<file path="config.mk">
export PLATFORM = sky130hd
export DESIGN_NAME = fhp_host_port
export DESIGN_NICKNAME = d
export VERILOG_FILES = /design/src/fhp_pkg.sv /design/src/fhp_host_port.sv /design/src/fhp_fifo_mem.sv
export SDC_FILE = /design/constraint.sdc
export NUM_CORES = 1
export LEC_CHECK = 0
export ABC_AREA = 1
export BUFFER_PORTS_ARGS = -buffer_cell sky130_fd_sc_hd__buf_2
export CAP_MARGIN = 20
export CORE_MARGIN = 1
export CORE_UTILIZATION = 30
export DETAILED_ROUTE_END_ITERATION = 8
export GPL_ROUTABILITY_DRIVEN = 0
export PLACE_DENSITY = 0.55
export SYNTH_ARGS = -nofsm -noshare
export SYNTH_HDL_FRONTEND = slang
export SYNTH_SLANG_ARGS = --single-unit
export TNS_END_PERCENT = 100
</file>
<file path="constraint.sdc">
create_clock -name ref_clk -period 3.9 [get_ports ref_clk]
set_input_delay 0.195 -clock ref_clk [delete_from_list [all_inputs] [get_ports ref_clk]]
set_output_delay 0.195 -clock ref_clk [all_outputs]
set_load 0.02 [all_outputs]
</file>
<file path="src/fhp_pkg.sv">
`default_nettype none
package fhp_pkg;
	localparam int FHP_DATA_W = 8;
	localparam int FHP_ADDR_W = 3;
	localparam int FHP_FIFO_DEPTH = 16;
	localparam int FHP_PTR_W = 4;
	localparam int FHP_CNT_W = 5;
	// Register select addresses of the data path and the status byte.
	localparam logic [2:0] FHP_ADDR_STATUS = 3'h4;
	localparam logic [2:0] FHP_ADDR_DATA = 3'h5;
	// Status byte field positions.
	localparam int FHP_ST_EMPTY = 0;
	localparam int FHP_ST_FULL = 1;
	localparam int FHP_ST_OVR = 2;
	localparam int FHP_ST_UND = 3;
	localparam int FHP_ST_DONE = 4;
	localparam int FHP_ST_DRQ = 5;
	// Minimum reset time and its cycle count at 50 MHz.
	localparam int FHP_CLK_MHZ = 50;
	localparam int FHP_RESET_MIN_NS = 500;
	localparam int FHP_RESET_CYC =
		(FHP_RESET_MIN_NS * FHP_CLK_MHZ + 999) / 1000;
	localparam logic [7:0] FHP_BYTE_ZERO = 8'h00;
	typedef enum logic {FHP_DIR_TO_HOST, FHP_DIR_FROM_HOST} fhp_dir_t;
endpackage
`default_nettype wire

</file>
<file path="src/fhp_host_port.sv">
`default_nettype none
module fhp_host_port
	import fhp_pkg::*;
(
	input  wire logic                  ref_clk,
	input  wire logic                  reset,
	input  wire logic                  clk_en,
	input  wire logic [FHP_DATA_W-1:0] host_data_in,
	output logic      [FHP_DATA_W-1:0] host_data_out,
	output logic                       host_data_oe,
	input  wire logic                  host_read_strobe_n,
	input  wire logic                  host_write_strobe_n,
	input  wire logic [FHP_ADDR_W-1:0] reg_select_addr,
	input  wire logic                  chip_sel_n,
	input  wire logic                  chip_sel_enable,
	output logic                       dma_request,
	input  wire logic                  dma_grant_n,
	input  wire logic                  dma_final_count,
	input  wire logic                  dma_enable,
	input  wire logic                  non_burst_mode,
	input  wire logic                  xfer_dir,
	output logic                       irq_out,
	input  wire logic                  irq_enable,
	input  wire logic                  irq_active_low,
	input  wire logic                  disk_wr_valid,
	input  wire logic [FHP_DATA_W-1:0] disk_wr_data,
	input  wire logic                  disk_rd_req,
	output logic      [FHP_DATA_W-1:0] disk_rd_data,
	output logic                       disk_rd_valid,
	output logic                       fifo_full,
	output logic                       fifo_empty,
	output logic                       overrun_err,
	output logic                       underrun_err,
	output logic                       xfer_done
);
	logic                  rd_n_q;
	logic                  wr_n_q;
	logic [FHP_ADDR_W-1:0] addr_q;
	logic                  acc_dma_q;
	logic                  rd_active_q;
	logic                  rd_load_q;
	logic [FHP_PTR_W-1:0]  wptr_q;
	logic [FHP_PTR_W-1:0]  rptr_q;
	logic [FHP_CNT_W-1:0]  cnt_q;
	logic                  ovr_q;
	logic                  und_q;
	logic                  done_q;
	logic                  drq_q;
	logic                  last_q;
	logic                  gap_q;
	logic                  disk_rd_pend_q;
	logic [FHP_DATA_W-1:0] status_q;
	logic [FHP_DATA_W-1:0] mem_rd_data;

	// Strobe edges and access qualification.
	wire grant = !dma_grant_n;
	wire sel_ok = grant || !chip_sel_enable || !chip_sel_n;
	wire rd_fall = rd_n_q && !host_read_strobe_n;
	wire wr_fall = wr_n_q && !host_write_strobe_n;
	wire rd_start = rd_fall && sel_ok;
	wire wr_start = wr_fall && sel_ok;
	wire rd_end = !rd_n_q && host_read_strobe_n && rd_active_q;
	wire wr_end = !wr_n_q && host_write_strobe_n && sel_ok;
	wire lead_addr = (rd_fall || wr_fall) && sel_ok;
	wire [FHP_ADDR_W-1:0] eff_addr = lead_addr ? reg_select_addr : addr_q;
	wire data_sel = grant || (eff_addr == FHP_ADDR_DATA);

	// FIFO sides; the host side direction follows xfer_dir.
	wire to_host = (xfer_dir == FHP_DIR_TO_HOST);
	wire fifo_full_w = (cnt_q == FHP_CNT_W'(FHP_FIFO_DEPTH));
	wire fifo_empty_w = (cnt_q == '0);
	wire host_push = wr_start && data_sel && !to_host;
	wire host_pop = rd_start && data_sel && to_host;
	wire disk_push = disk_wr_valid && to_host;
	wire disk_pop = disk_rd_req && !to_host;
	wire push_ok = (host_push || disk_push) && !fifo_full_w;
	wire pop_ok = (host_pop || disk_pop) && !fifo_empty_w;
	wire ovr_ev = (host_push || disk_push) && fifo_full_w;
	wire und_ev = (host_pop || disk_pop) && fifo_empty_w;
	wire [FHP_DATA_W-1:0] push_data = disk_push ? disk_wr_data :
		host_data_in;

	// DMA request wanted when a byte can move on the host side.
	wire want = dma_enable && !done_q && !gap_q &&
		(to_host ? !fifo_empty_w : !fifo_full_w);
	wire grant_fall = grant && !acc_dma_q && (rd_start || wr_start);
	// The final count seen with the grant edge already marks the last byte.
	wire drop_now = (last_q || tc_ok) &&
		(grant_fall || (grant && rd_start));
	wire tc_ok = dma_final_count && grant;

	fhp_fifo_mem u_mem (
		.ref_clk (ref_clk),
		.clk_en  (clk_en),
		.wr_en   (push_ok),
		.wr_addr (wptr_q),
		.wr_data (push_data),
		.rd_addr (rptr_q),
		.rd_data (mem_rd_data)
	);

	// Strobe history and latched address.
	always_ff @(posedge ref_clk) begin
		if (reset) begin
			rd_n_q <= 1'b1;
			wr_n_q <= 1'b1;
			addr_q <= '0;
			acc_dma_q <= 1'b0;
			rd_active_q <= 1'b0;
			rd_load_q <= 1'b0;
		end else if (clk_en) begin
			rd_n_q <= host_read_strobe_n;
			wr_n_q <= host_write_strobe_n;
			if (lead_addr) begin
				addr_q <= reg_select_addr;
			end
			acc_dma_q <= grant;
			rd_load_q <= rd_start;
			if (rd_start) begin
				rd_active_q <= 1'b1;
			end else if (rd_end) begin
				rd_active_q <= 1'b0;
			end
		end
	end

	// FIFO pointers, fill count and error flags.
	always_ff @(posedge ref_clk) begin
		if (reset) begin
			wptr_q <= '0;
			rptr_q <= '0;
			cnt_q <= '0;
			ovr_q <= 1'b0;
			und_q <= 1'b0;
		end else if (clk_en) begin
			if (push_ok) begin
				wptr_q <= wptr_q + 1'b1;
			end
			if (pop_ok) begin
				rptr_q <= rptr_q + 1'b1;
			end
			cnt_q <= cnt_q + FHP_CNT_W'(push_ok) - FHP_CNT_W'(pop_ok);
			ovr_q <= ovr_q || ovr_ev;
			und_q <= und_q || und_ev;
		end
	end

	// DMA request, final byte and non-burst gap.
	always_ff @(posedge ref_clk) begin
		if (reset) begin
			drq_q <= 1'b0;
			last_q <= 1'b0;
			gap_q <= 1'b0;
			done_q <= 1'b0;
		end else if (clk_en) begin
			if (tc_ok) begin
				last_q <= 1'b1;
			end else if (!grant) begin
				last_q <= 1'b0;
			end
			if (drop_now || (tc_ok && (rd_end || wr_end))) begin
				done_q <= 1'b1;
			end else if (!dma_enable) begin
				done_q <= 1'b0;
			end
			// Non-burst releases the request after each byte.
			gap_q <= non_burst_mode && grant && (rd_end || wr_end);
			drq_q <= want && !drop_now && !(tc_ok && (rd_end || wr_end));
		end
	end

	// Read data register and bus drive.
	always_ff @(posedge ref_clk) begin
		if (reset) begin
			host_data_out <= FHP_BYTE_ZERO;
			host_data_oe <= 1'b0;
			status_q <= FHP_BYTE_ZERO;
			disk_rd_pend_q <= 1'b0;
			disk_rd_valid <= 1'b0;
			disk_rd_data <= FHP_BYTE_ZERO;
		end else if (clk_en) begin
			status_q <= '0;
			status_q[FHP_ST_EMPTY] <= fifo_empty_w;
			status_q[FHP_ST_FULL] <= fifo_full_w;
			status_q[FHP_ST_OVR] <= ovr_q;
			status_q[FHP_ST_UND] <= und_q;
			status_q[FHP_ST_DONE] <= done_q;
			status_q[FHP_ST_DRQ] <= drq_q;
			if (rd_start) begin
				host_data_oe <= 1'b1;
			end else if (host_read_strobe_n) begin
				host_data_oe <= 1'b0;
			end
			if (rd_load_q) begin // Once per read, so a later pop keeps it.
				host_data_out <= data_sel ? mem_rd_data : status_q;
			end
			disk_rd_pend_q <= disk_pop && !fifo_empty_w;
			disk_rd_valid <= disk_rd_pend_q;
			if (disk_rd_pend_q) begin
				disk_rd_data <= mem_rd_data;
			end
		end
	end

	// Interrupt output polarity and status outputs.
	wire irq_raw = irq_enable && (done_q || ovr_q || und_q);
	assign irq_out = irq_raw ^ irq_active_low;
	assign dma_request = drq_q;
	assign fifo_full = fifo_full_w;
	assign fifo_empty = fifo_empty_w;
	assign overrun_err = ovr_q;
	assign underrun_err = und_q;
	assign xfer_done = done_q;

	// Checks that sit beside the logic.
	AST_BUS_IDLE: assert property (@(posedge ref_clk) disable iff (reset)
		clk_en && host_read_strobe_n |=> !host_data_oe)
		else $error("Data bus driven without read strobe.");
	AST_ADDR_LATCH: assert property (@(posedge ref_clk) disable iff (reset)
		clk_en && lead_addr |=> addr_q == $past(reg_select_addr))
		else $error("Select address not latched at strobe edge.");
	AST_DRQ_DROP: assert property (@(posedge ref_clk) disable iff (reset)
		clk_en && drop_now |=> !dma_request)
		else $error("Request not dropped on last byte.");
	AST_TC_GATE: assert property (@(posedge ref_clk) disable iff (reset)
		clk_en && dma_grant_n && !done_q ##1 clk_en && dma_grant_n
		|-> !done_q)
		else $error("Final count taken without grant.");
	AST_CS_IGNORE: assert property (@(posedge ref_clk) disable iff (reset)
		clk_en && chip_sel_enable && chip_sel_n && dma_grant_n && rd_fall
		|=> !host_data_oe)
		else $error("Unselected read drove the bus.");
	AST_OVR: assert property (@(posedge ref_clk) disable iff (reset)
		clk_en && ovr_ev |=> overrun_err)
		else $error("Overrun not reported.");
	AST_UND: assert property (@(posedge ref_clk) disable iff (reset)
		clk_en && und_ev |=> underrun_err)
		else $error("Underrun not reported.");
	AST_NO_OVERFILL: assert property (@(posedge ref_clk) disable iff (reset)
		cnt_q <= FHP_CNT_W'(FHP_FIFO_DEPTH))
		else $error("Fill count beyond depth.");
	AST_NONBURST: assert property (@(posedge ref_clk) disable iff (reset)
		clk_en && non_burst_mode && grant && (rd_end || wr_end)
		##1 clk_en |=> !dma_request)
		else $error("Non-burst request not released.");
	COV_FULL: cover property (@(posedge ref_clk) fifo_full_w);
	COV_DROP: cover property (@(posedge ref_clk) drop_now);
	COV_OVR: cover property (@(posedge ref_clk) ovr_ev);
	COV_GAP: cover property (@(posedge ref_clk) gap_q);
endmodule // fhp_host_port
`default_nettype wire

</file>
<file path="src/fhp_fifo_mem.sv">
`default_nettype none
module fhp_fifo_mem
	import fhp_pkg::*;
(
	input  wire logic                  ref_clk,
	input  wire logic                  clk_en,
	input  wire logic                  wr_en,
	input  wire logic [FHP_PTR_W-1:0]  wr_addr,
	input  wire logic [FHP_DATA_W-1:0] wr_data,
	input  wire logic [FHP_PTR_W-1:0]  rd_addr,
	output logic      [FHP_DATA_W-1:0] rd_data
);
	logic [FHP_DATA_W-1:0] mem_q [FHP_FIFO_DEPTH];

	// Write port and registered read port.
	always_ff @(posedge ref_clk) begin
		if (clk_en && wr_en) begin
			mem_q[wr_addr] <= wr_data;
		end
		if (clk_en) begin
			rd_data <= mem_q[rd_addr];
		end
	end
endmodule // fhp_fifo_mem
`default_nettype wire

</file>
# Yosys cells after proc, flatten, opt, wreduce, memory -nomap -nowiden
# Memory sizes are Yosys's and may differ from the RTL's. A register that Yosys moved wholly into a read port is not among the register bits.
# Index checks and enable logic that the tools add are counted.
op_classes:
  addsub: 4
  eq_ne: 3
  mux: 14
  bitwise: 2
  n_reduce_logical: 76
ops:
  columns: ["cell", "count"]
  rows:
  - ["$logic_and A1 B1 Y1", 35]
  - ["$mux W8", 2]
  - ["$reduce_and A2 Y1", 8]
  - ["$logic_or A1 B1 Y1", 15]
  - ["$logic_not A1 Y1", 14]
  - ["$mux W1", 11]
  - ["$add A4 B1 Y4 const B", 2]
  - ["$reduce_bool A2 Y1", 3]
  - ["$add A5 B1 Y5", 1]
  - ["$eq A5 B5 Y1 const B", 1]
  - ["$logic_not A5 Y1", 1]
  - ["$sub A5 B1 Y5", 1]
  - ["$eq A3 B3 Y1 const B", 1]
  - ["$mux W3", 1]
  - ["$ne A2 B1 Y1 const B", 1]
  - ["$not A1 Y1", 1]
  - ["$xor A1 B1 Y1", 1]
totals:
  regBits: 52
  ramBits: 128
  inputBits: 35
  output_inout_bits: 25
  wordCells: 121
  mem_count: 1
memory_table:
  columns: ["memory", "words", "width", "rd", "rd_clocked_by_memory_dff", "write_ports", "line_no", "rtl"]
  rows:
  - ["u_mem.mem_q", 16, 8, 1, 1, 1, "fhp_fifo_mem.sv:13", "logic [FHP_DATA_W-1:0] mem_q [FHP_FIFO_DEPTH];"]

# Longest topological paths before layout
depth:
  depth_word: 14
  depth_mapped: 23
  depth_no_buf: 23

# Cells and area by module
# A second synthesis with hierarchy kept.
hier_totals:
  cells_unflattened: 906
  hier_area_um2: 8453.1
by_module_without_submodules:
  columns: ["module", "instances", "cells_each", "area_each_um2", "seq_area_each_um2"]
  rows:
  - ["fhp_fifo_mem", 1, 554, 5858.1, 4083.9]
  - ["fhp_host_port", 1, 352, 2595.0, 1041.0]

# Least setup slack after synthesis
# Ideal clock, no wire load.
synth_path:
  path_kind: "reg2reg"
  startpoint: "register cnt_q[3]"
  endpoint: "register cnt_q[4]"
  setup_time_ns: 0.119
  arrival_ns: 2.739
  required_time_ns: 3.781
  slack_ns: 1.042
  path_stages_with_launch: 19
  path_buffers: 0
  synth_period_minus_slack_ns: 2.858
  path_cell_list: "dfxtp_1 > inv_1 > ha_1 > nand3_1 > nor2_1 > clkinv_1 > nand2_1 > ha_1 > inv_1 > ha_1 > fa_1 > nand2_1 > a21oi_1 > nor2_1 > nor2_1 > nor2_1 > nand2_1 > o21ai_0 > a21oi_1"
synth_between:
  elab_chain_cells: 5
  elab_cells_between_ends: 8
  classes_between: "add/sub: 2; eq/ne: 1; reduce/logical: 5"
synth_lines:
  columns: ["item", "line_no", "rtl"]
  rows:
  - ["from (decl)", "fhp_host_port.sv:44", "logic [FHP_CNT_W-1:0] cnt_q;"]
  - ["from (signal assigned)", "fhp_host_port.sv:142", "cnt_q <= cnt_q + FHP_CNT_W'(push_ok) - FHP_CNT_W'(pop_ok);"]
  - ["$eq A5 B5 Y1", "fhp_host_port.sv:70", "wire fifo_full_w = (cnt_q == FHP_CNT_W'(FHP_FIFO_DEPTH));"]
  - ["net fifo_full", "fhp_host_port.sv:30", "output logic fifo_full,"]
  - ["$logic_not A1 Y1", "fhp_host_port.sv:76", "wire push_ok = (host_push || disk_push) && !fifo_full_w;"]
  - ["$logic_and A1 B1 Y1", "fhp_host_port.sv:76", null]
  - ["$add A5 B1 Y5", "fhp_host_port.sv:142", null]
  - ["$sub A5 B1 Y5", "fhp_host_port.sv:142", null]
# The timed path passes the listed nets, and every way through them passes these cells.
# A chain may end at the register's enable or synchronous reset.

# Final worst setup path
layout_path:
  startpoint: "register wr_n_q"
  endpoint: "register cnt_q[4]"
layout_between:
  elab_chain_cells: 12
  elab_cells_between_ends: 17
  classes_between: "add/sub: 2; eq/ne: 1; mux: 1; reduce/logical: 13"
layout_lines:
  columns: ["item", "line_no", "rtl"]
  rows:
  - ["from (decl)", "fhp_host_port.sv:37", "logic wr_n_q;"]
  - ["from (signal assigned)", "fhp_host_port.sv:113", "wr_n_q <= host_write_strobe_n;"]
  - ["$logic_and A1 B1 Y1 *", "fhp_host_port.sv:59", "wire wr_fall = wr_n_q && !host_write_strobe_n;"]
  - ["$logic_or A1 B1 Y1", "fhp_host_port.sv:64", "wire lead_addr = (rd_fall || wr_fall) && sel_ok;"]
  - ["$logic_and A1 B1 Y1", "fhp_host_port.sv:64", null]
  - ["$mux W3", null, null]
  - ["$eq A3 B3 Y1", "fhp_host_port.sv:66", "wire data_sel = grant || (eff_addr == FHP_ADDR_DATA);"]
  - ["$logic_or A1 B1 Y1", "fhp_host_port.sv:66", null]
  - ["$logic_and A1 B1 Y1 (2 in series)", "fhp_host_port.sv:72", "wire host_push = wr_start && data_sel && !to_host;"]
  - ["$logic_or A1 B1 Y1", "fhp_host_port.sv:76", null]
  - ["$logic_and A1 B1 Y1", "fhp_host_port.sv:76", null]
  - ["$add A5 B1 Y5", "fhp_host_port.sv:142", null]
  - ["$sub A5 B1 Y5 *", "fhp_host_port.sv:142", null]
# Mark *: on every way between the ends. The rest lies on a longest branch, timed or not.

==> impl_metrics.tcl <==
set metrics [dict create \
    vias 5430 \
    hold_path_depth 3 \
    hold_viol_final 0 \
    ir_worst_vdd_mv 0.268 \
    seq_area_frac_synth_pct 65.3 \
    yosys_warnings 0 \
    synthDistinctLibCells 36 \
    crit_path_frequent_cell "nand2_1" \
    path_cells "nand2_1, nand2_1, nand3_1, nand2_1, nand3_2, nand2_2, nand2_4, nand2_8, nand2_1, ha_1, inv_1, ha_1, fa_1, nand2_1, a21oi_1, nor2_1, nor2_1, nor2_1, nand2_1, o21ai_0, a21oi_1" \
    dp_slack_ns 0.745 \
    grt_overflow 0 \
    die_w_um 164 \
    synth_edf_count 136 \
    fin_crit_sh_pct 79.5 \
    cts_max_level 4 \
    totalWireLength_um 18700 \
    drcViolationCount 0 \
    syn_nets 784 \
    ys_ff_latch 188 \
    yosysTopAreaCell "edfxtp_1" \
    synthTopCellsByArea "edfxtp_1, dfxtp_1, nand2_1, o21ai_0, nor2_1" \
    rows 58 \
    cts_resized 0 \
    finalSetupTns_ns 0 \
    cp_slowest_stage_delay_ns 0.40 \
    finalSetupViolations 0 \
    hold_class "in2reg" \
    clkPwrFrac_pct 40.8 \
    clock_latency_ns 0.44 \
    yosysTopAreaCellShare_pct 52.1 \
    setup_ws_ns 0.800 \
    clock_sinks 188 \
    p_per_area_nw_per_um2 498 \
    cap_violations 0 \
    p_total_uw 4530 \
    cts_tree "yes" \
    ant_nets 0 \
    r2r_end "cnt_q[4]" \
    grt_max_degree 67 \
    gr-usage-all-layers_pct 14.7 \
    num-nets-final 833 \
    ys_async_sr_fraction_pct 0 \
    clk_pin_slew_ns 0.08 \
    ctsRootBufferMaster "clkbuf_16" \
    critPathArrivalTime_ns 3.42 \
    min_to "last_q" \
    dieArea_um2 26800 \
    drive_gt1_share_pct 14.9 \
    final.min_clock_period_ns 3.10 \
    die_h_um 164 \
    initial_core_util_pct 30.9 \
    vias_per_cell 4.81 \
    grt_pass1_wl_um 29100 \
    wire_per_inst_um 16.6 \
    yosysMostFrequentCell "edfxtp_1" \
    hpwl_um 11900 \
    syn2layout_area_growth_pct 16.0 \
    holdBufCountCts 0 \
    status "finished, final reports clean" \
    syn_area_um2 7840 \
    fin_skew_ns 0.0131 \
    worst_slew_pin_slew_ns 0.954 \
    io_pins 60 \
    end_kind "register" \
    diodes 0 \
    crit_fanout 16 \
    p_switching_uw 1160 \
    r2r_slack_ns 0.80 \
    design.core.area_um2 25400 \
    ff2ff_path_depth 21 \
    power_frac_comb_pct 9.9 \
    cts_buffers 17 \
    hold_path.startpoint "dma_final_count" \
    hold_slack_ns 0.0169 \
    p_leak_uw 0.00347 \
    post_cts_buffers 0 \
    antenna_found_initial 0 \
    cts_buffer_depth 2 \
    r2r_start "wr_n_q" \
    port_buffers 59 \
    synth_common_cells "edfxtp_1, nand2_1, nor2_1, o21ai_0, inv_1" \
    p_int_uw 3370 \
    syn_avg_cell_area_um2 10.6 \
    startpoint_type "register" \
    first_pass_iters 5 \
    final_max_slew_viol_count 0 \
    sequentialPowerShare_pct 49.3 \
    fmax_mhz 323 \
    synth_cells 737 \
    swShare_pct 25.5 \
    fin_util_pct 35.8 \
    drt-initial-drc-count 459 \
    synth_flop_cell "edfxtp_1" \
    required_ns 4.22 \
    critPathKind "reg2reg" \
    rsz0062_at_grt "false" \
    grt_pass1_vias 5161 \
    slew_headroom_pct 36.4 \
    slowest_stage "fa_1" \
]
==> cell families (layout without fill, tap and decap cells) <==
kind of cell	count (synthesis)	in the layout	share of synthesized area (%)
multiplexers	8	8	1.15
adder cells (fa/ha/maj)	12	12	2.01
buffers and inverters	93	155	4.51
AND/OR/NAND/NOR	273	273	15.3
AO/OA/AOI/OAI	160	160	11.3
XOR/XNOR	3	3	0.335
flip-flops	188	188	65.3
==> state kept, by name (all words and copies together), names as in the netlist, 3 cells and up <==
signal,flops
disk_rd_data,8
u_mem.mem_q,128
status_q,6
cnt_q,5
wptr_q,4
rptr_q,4
u_mem.rd_data,8
host_data_out,8
addr_q,3
==> power by group through the flow <==
stage	Sequential, uW	Clock [uW]	Combinational, uW
5_1_grt	2240	1950	507
3_5_place_dp	2280	0	449
4_1_cts	2240	1880	451
2_1_floorplan	2280	0	295
3_3_place_gp	2280	0	448
6_report	2240	1850	448
==> through the flow <==
step           area (um^2)  instances
6_report              9090       1129
5_1_grt               9090       1129
4_1_cts               9070       1128
3_5_place_dp          8450       1096
3_3_place_gp          8450       1096
2_1_floorplan         7840        737
==> layout make-up <==
class	instances	area, um^2
inverter	60	228
fill	2531	16300
clock inverter	15	200
multi-input combinational	456	2360
timing repair buffer	63	338
clock buffer	17	425
sequential	188	5130
tap	330	413
==> critical path, delay by kind of cell, from the launching register on <==
| kind | cells | cell delay, ns |
|---|---|---|
| compound gates | 3 | 0.26 |
| flops | 1 | 0.38 |
| fa+ha+maj | 3 | 0.86 |
| buf+inv | 1 | 0.03 |
| simple gates | 14 | 1.44 |
==> metal layers <==
| layer | GRT usage [%] | routed length (um) | part of all wire (%) | vias to the layer above |
|---|---|---|---|---|
| met5 | 0 | 0 | 0 | - |
| met4 | 5.39 | 412 | 2.2 | 0 |
| met1 | 19.3 | 8670 | 46 | 2580 |
| met2 | 23.4 | 8620 | 46 | 143 |
| li1 | - | - | - | 2685 |
| met3 | 3.69 | 1030 | 5.5 | 22 |
==> layout by cell type (no fill, tap or decap), types with 4 or more instances in the layout <==
master	instances
o22ai_1	9
mux2_2	8
a221oi_1	8
nand2_4	4
clkbuf_16	17
a21oi_1	55
inv_1	55
o21ai_0	74
nand2_2	4
nor2_1	84
nand3_1	28
o221ai_1	8
clkinv_1	4
ha_1	11
buf_2	59
nand2_1	126
inv_6	4
dfxtp_1	51
nand4_1	16
edfxtp_1	136
==> worst max path at each step <==
stage / start / endpoint / slack (ns) / depth (start not counted)
after floorplan: cnt_q[3] / cnt_q[4] / 1.04 / 18
after global placement: dma_grant_n / cnt_q[4] / 0.79 / 22
after detailed placement: dma_grant_n / cnt_q[4] / 0.74 / 22
after CTS: wr_n_q / cnt_q[4] / 0.81 / 21
after global routing: rd_n_q / cnt_q[4] / 0.46 / 22
final: wr_n_q / cnt_q[4] / 0.80 / 21
Power figures use the tool's default switching activity.
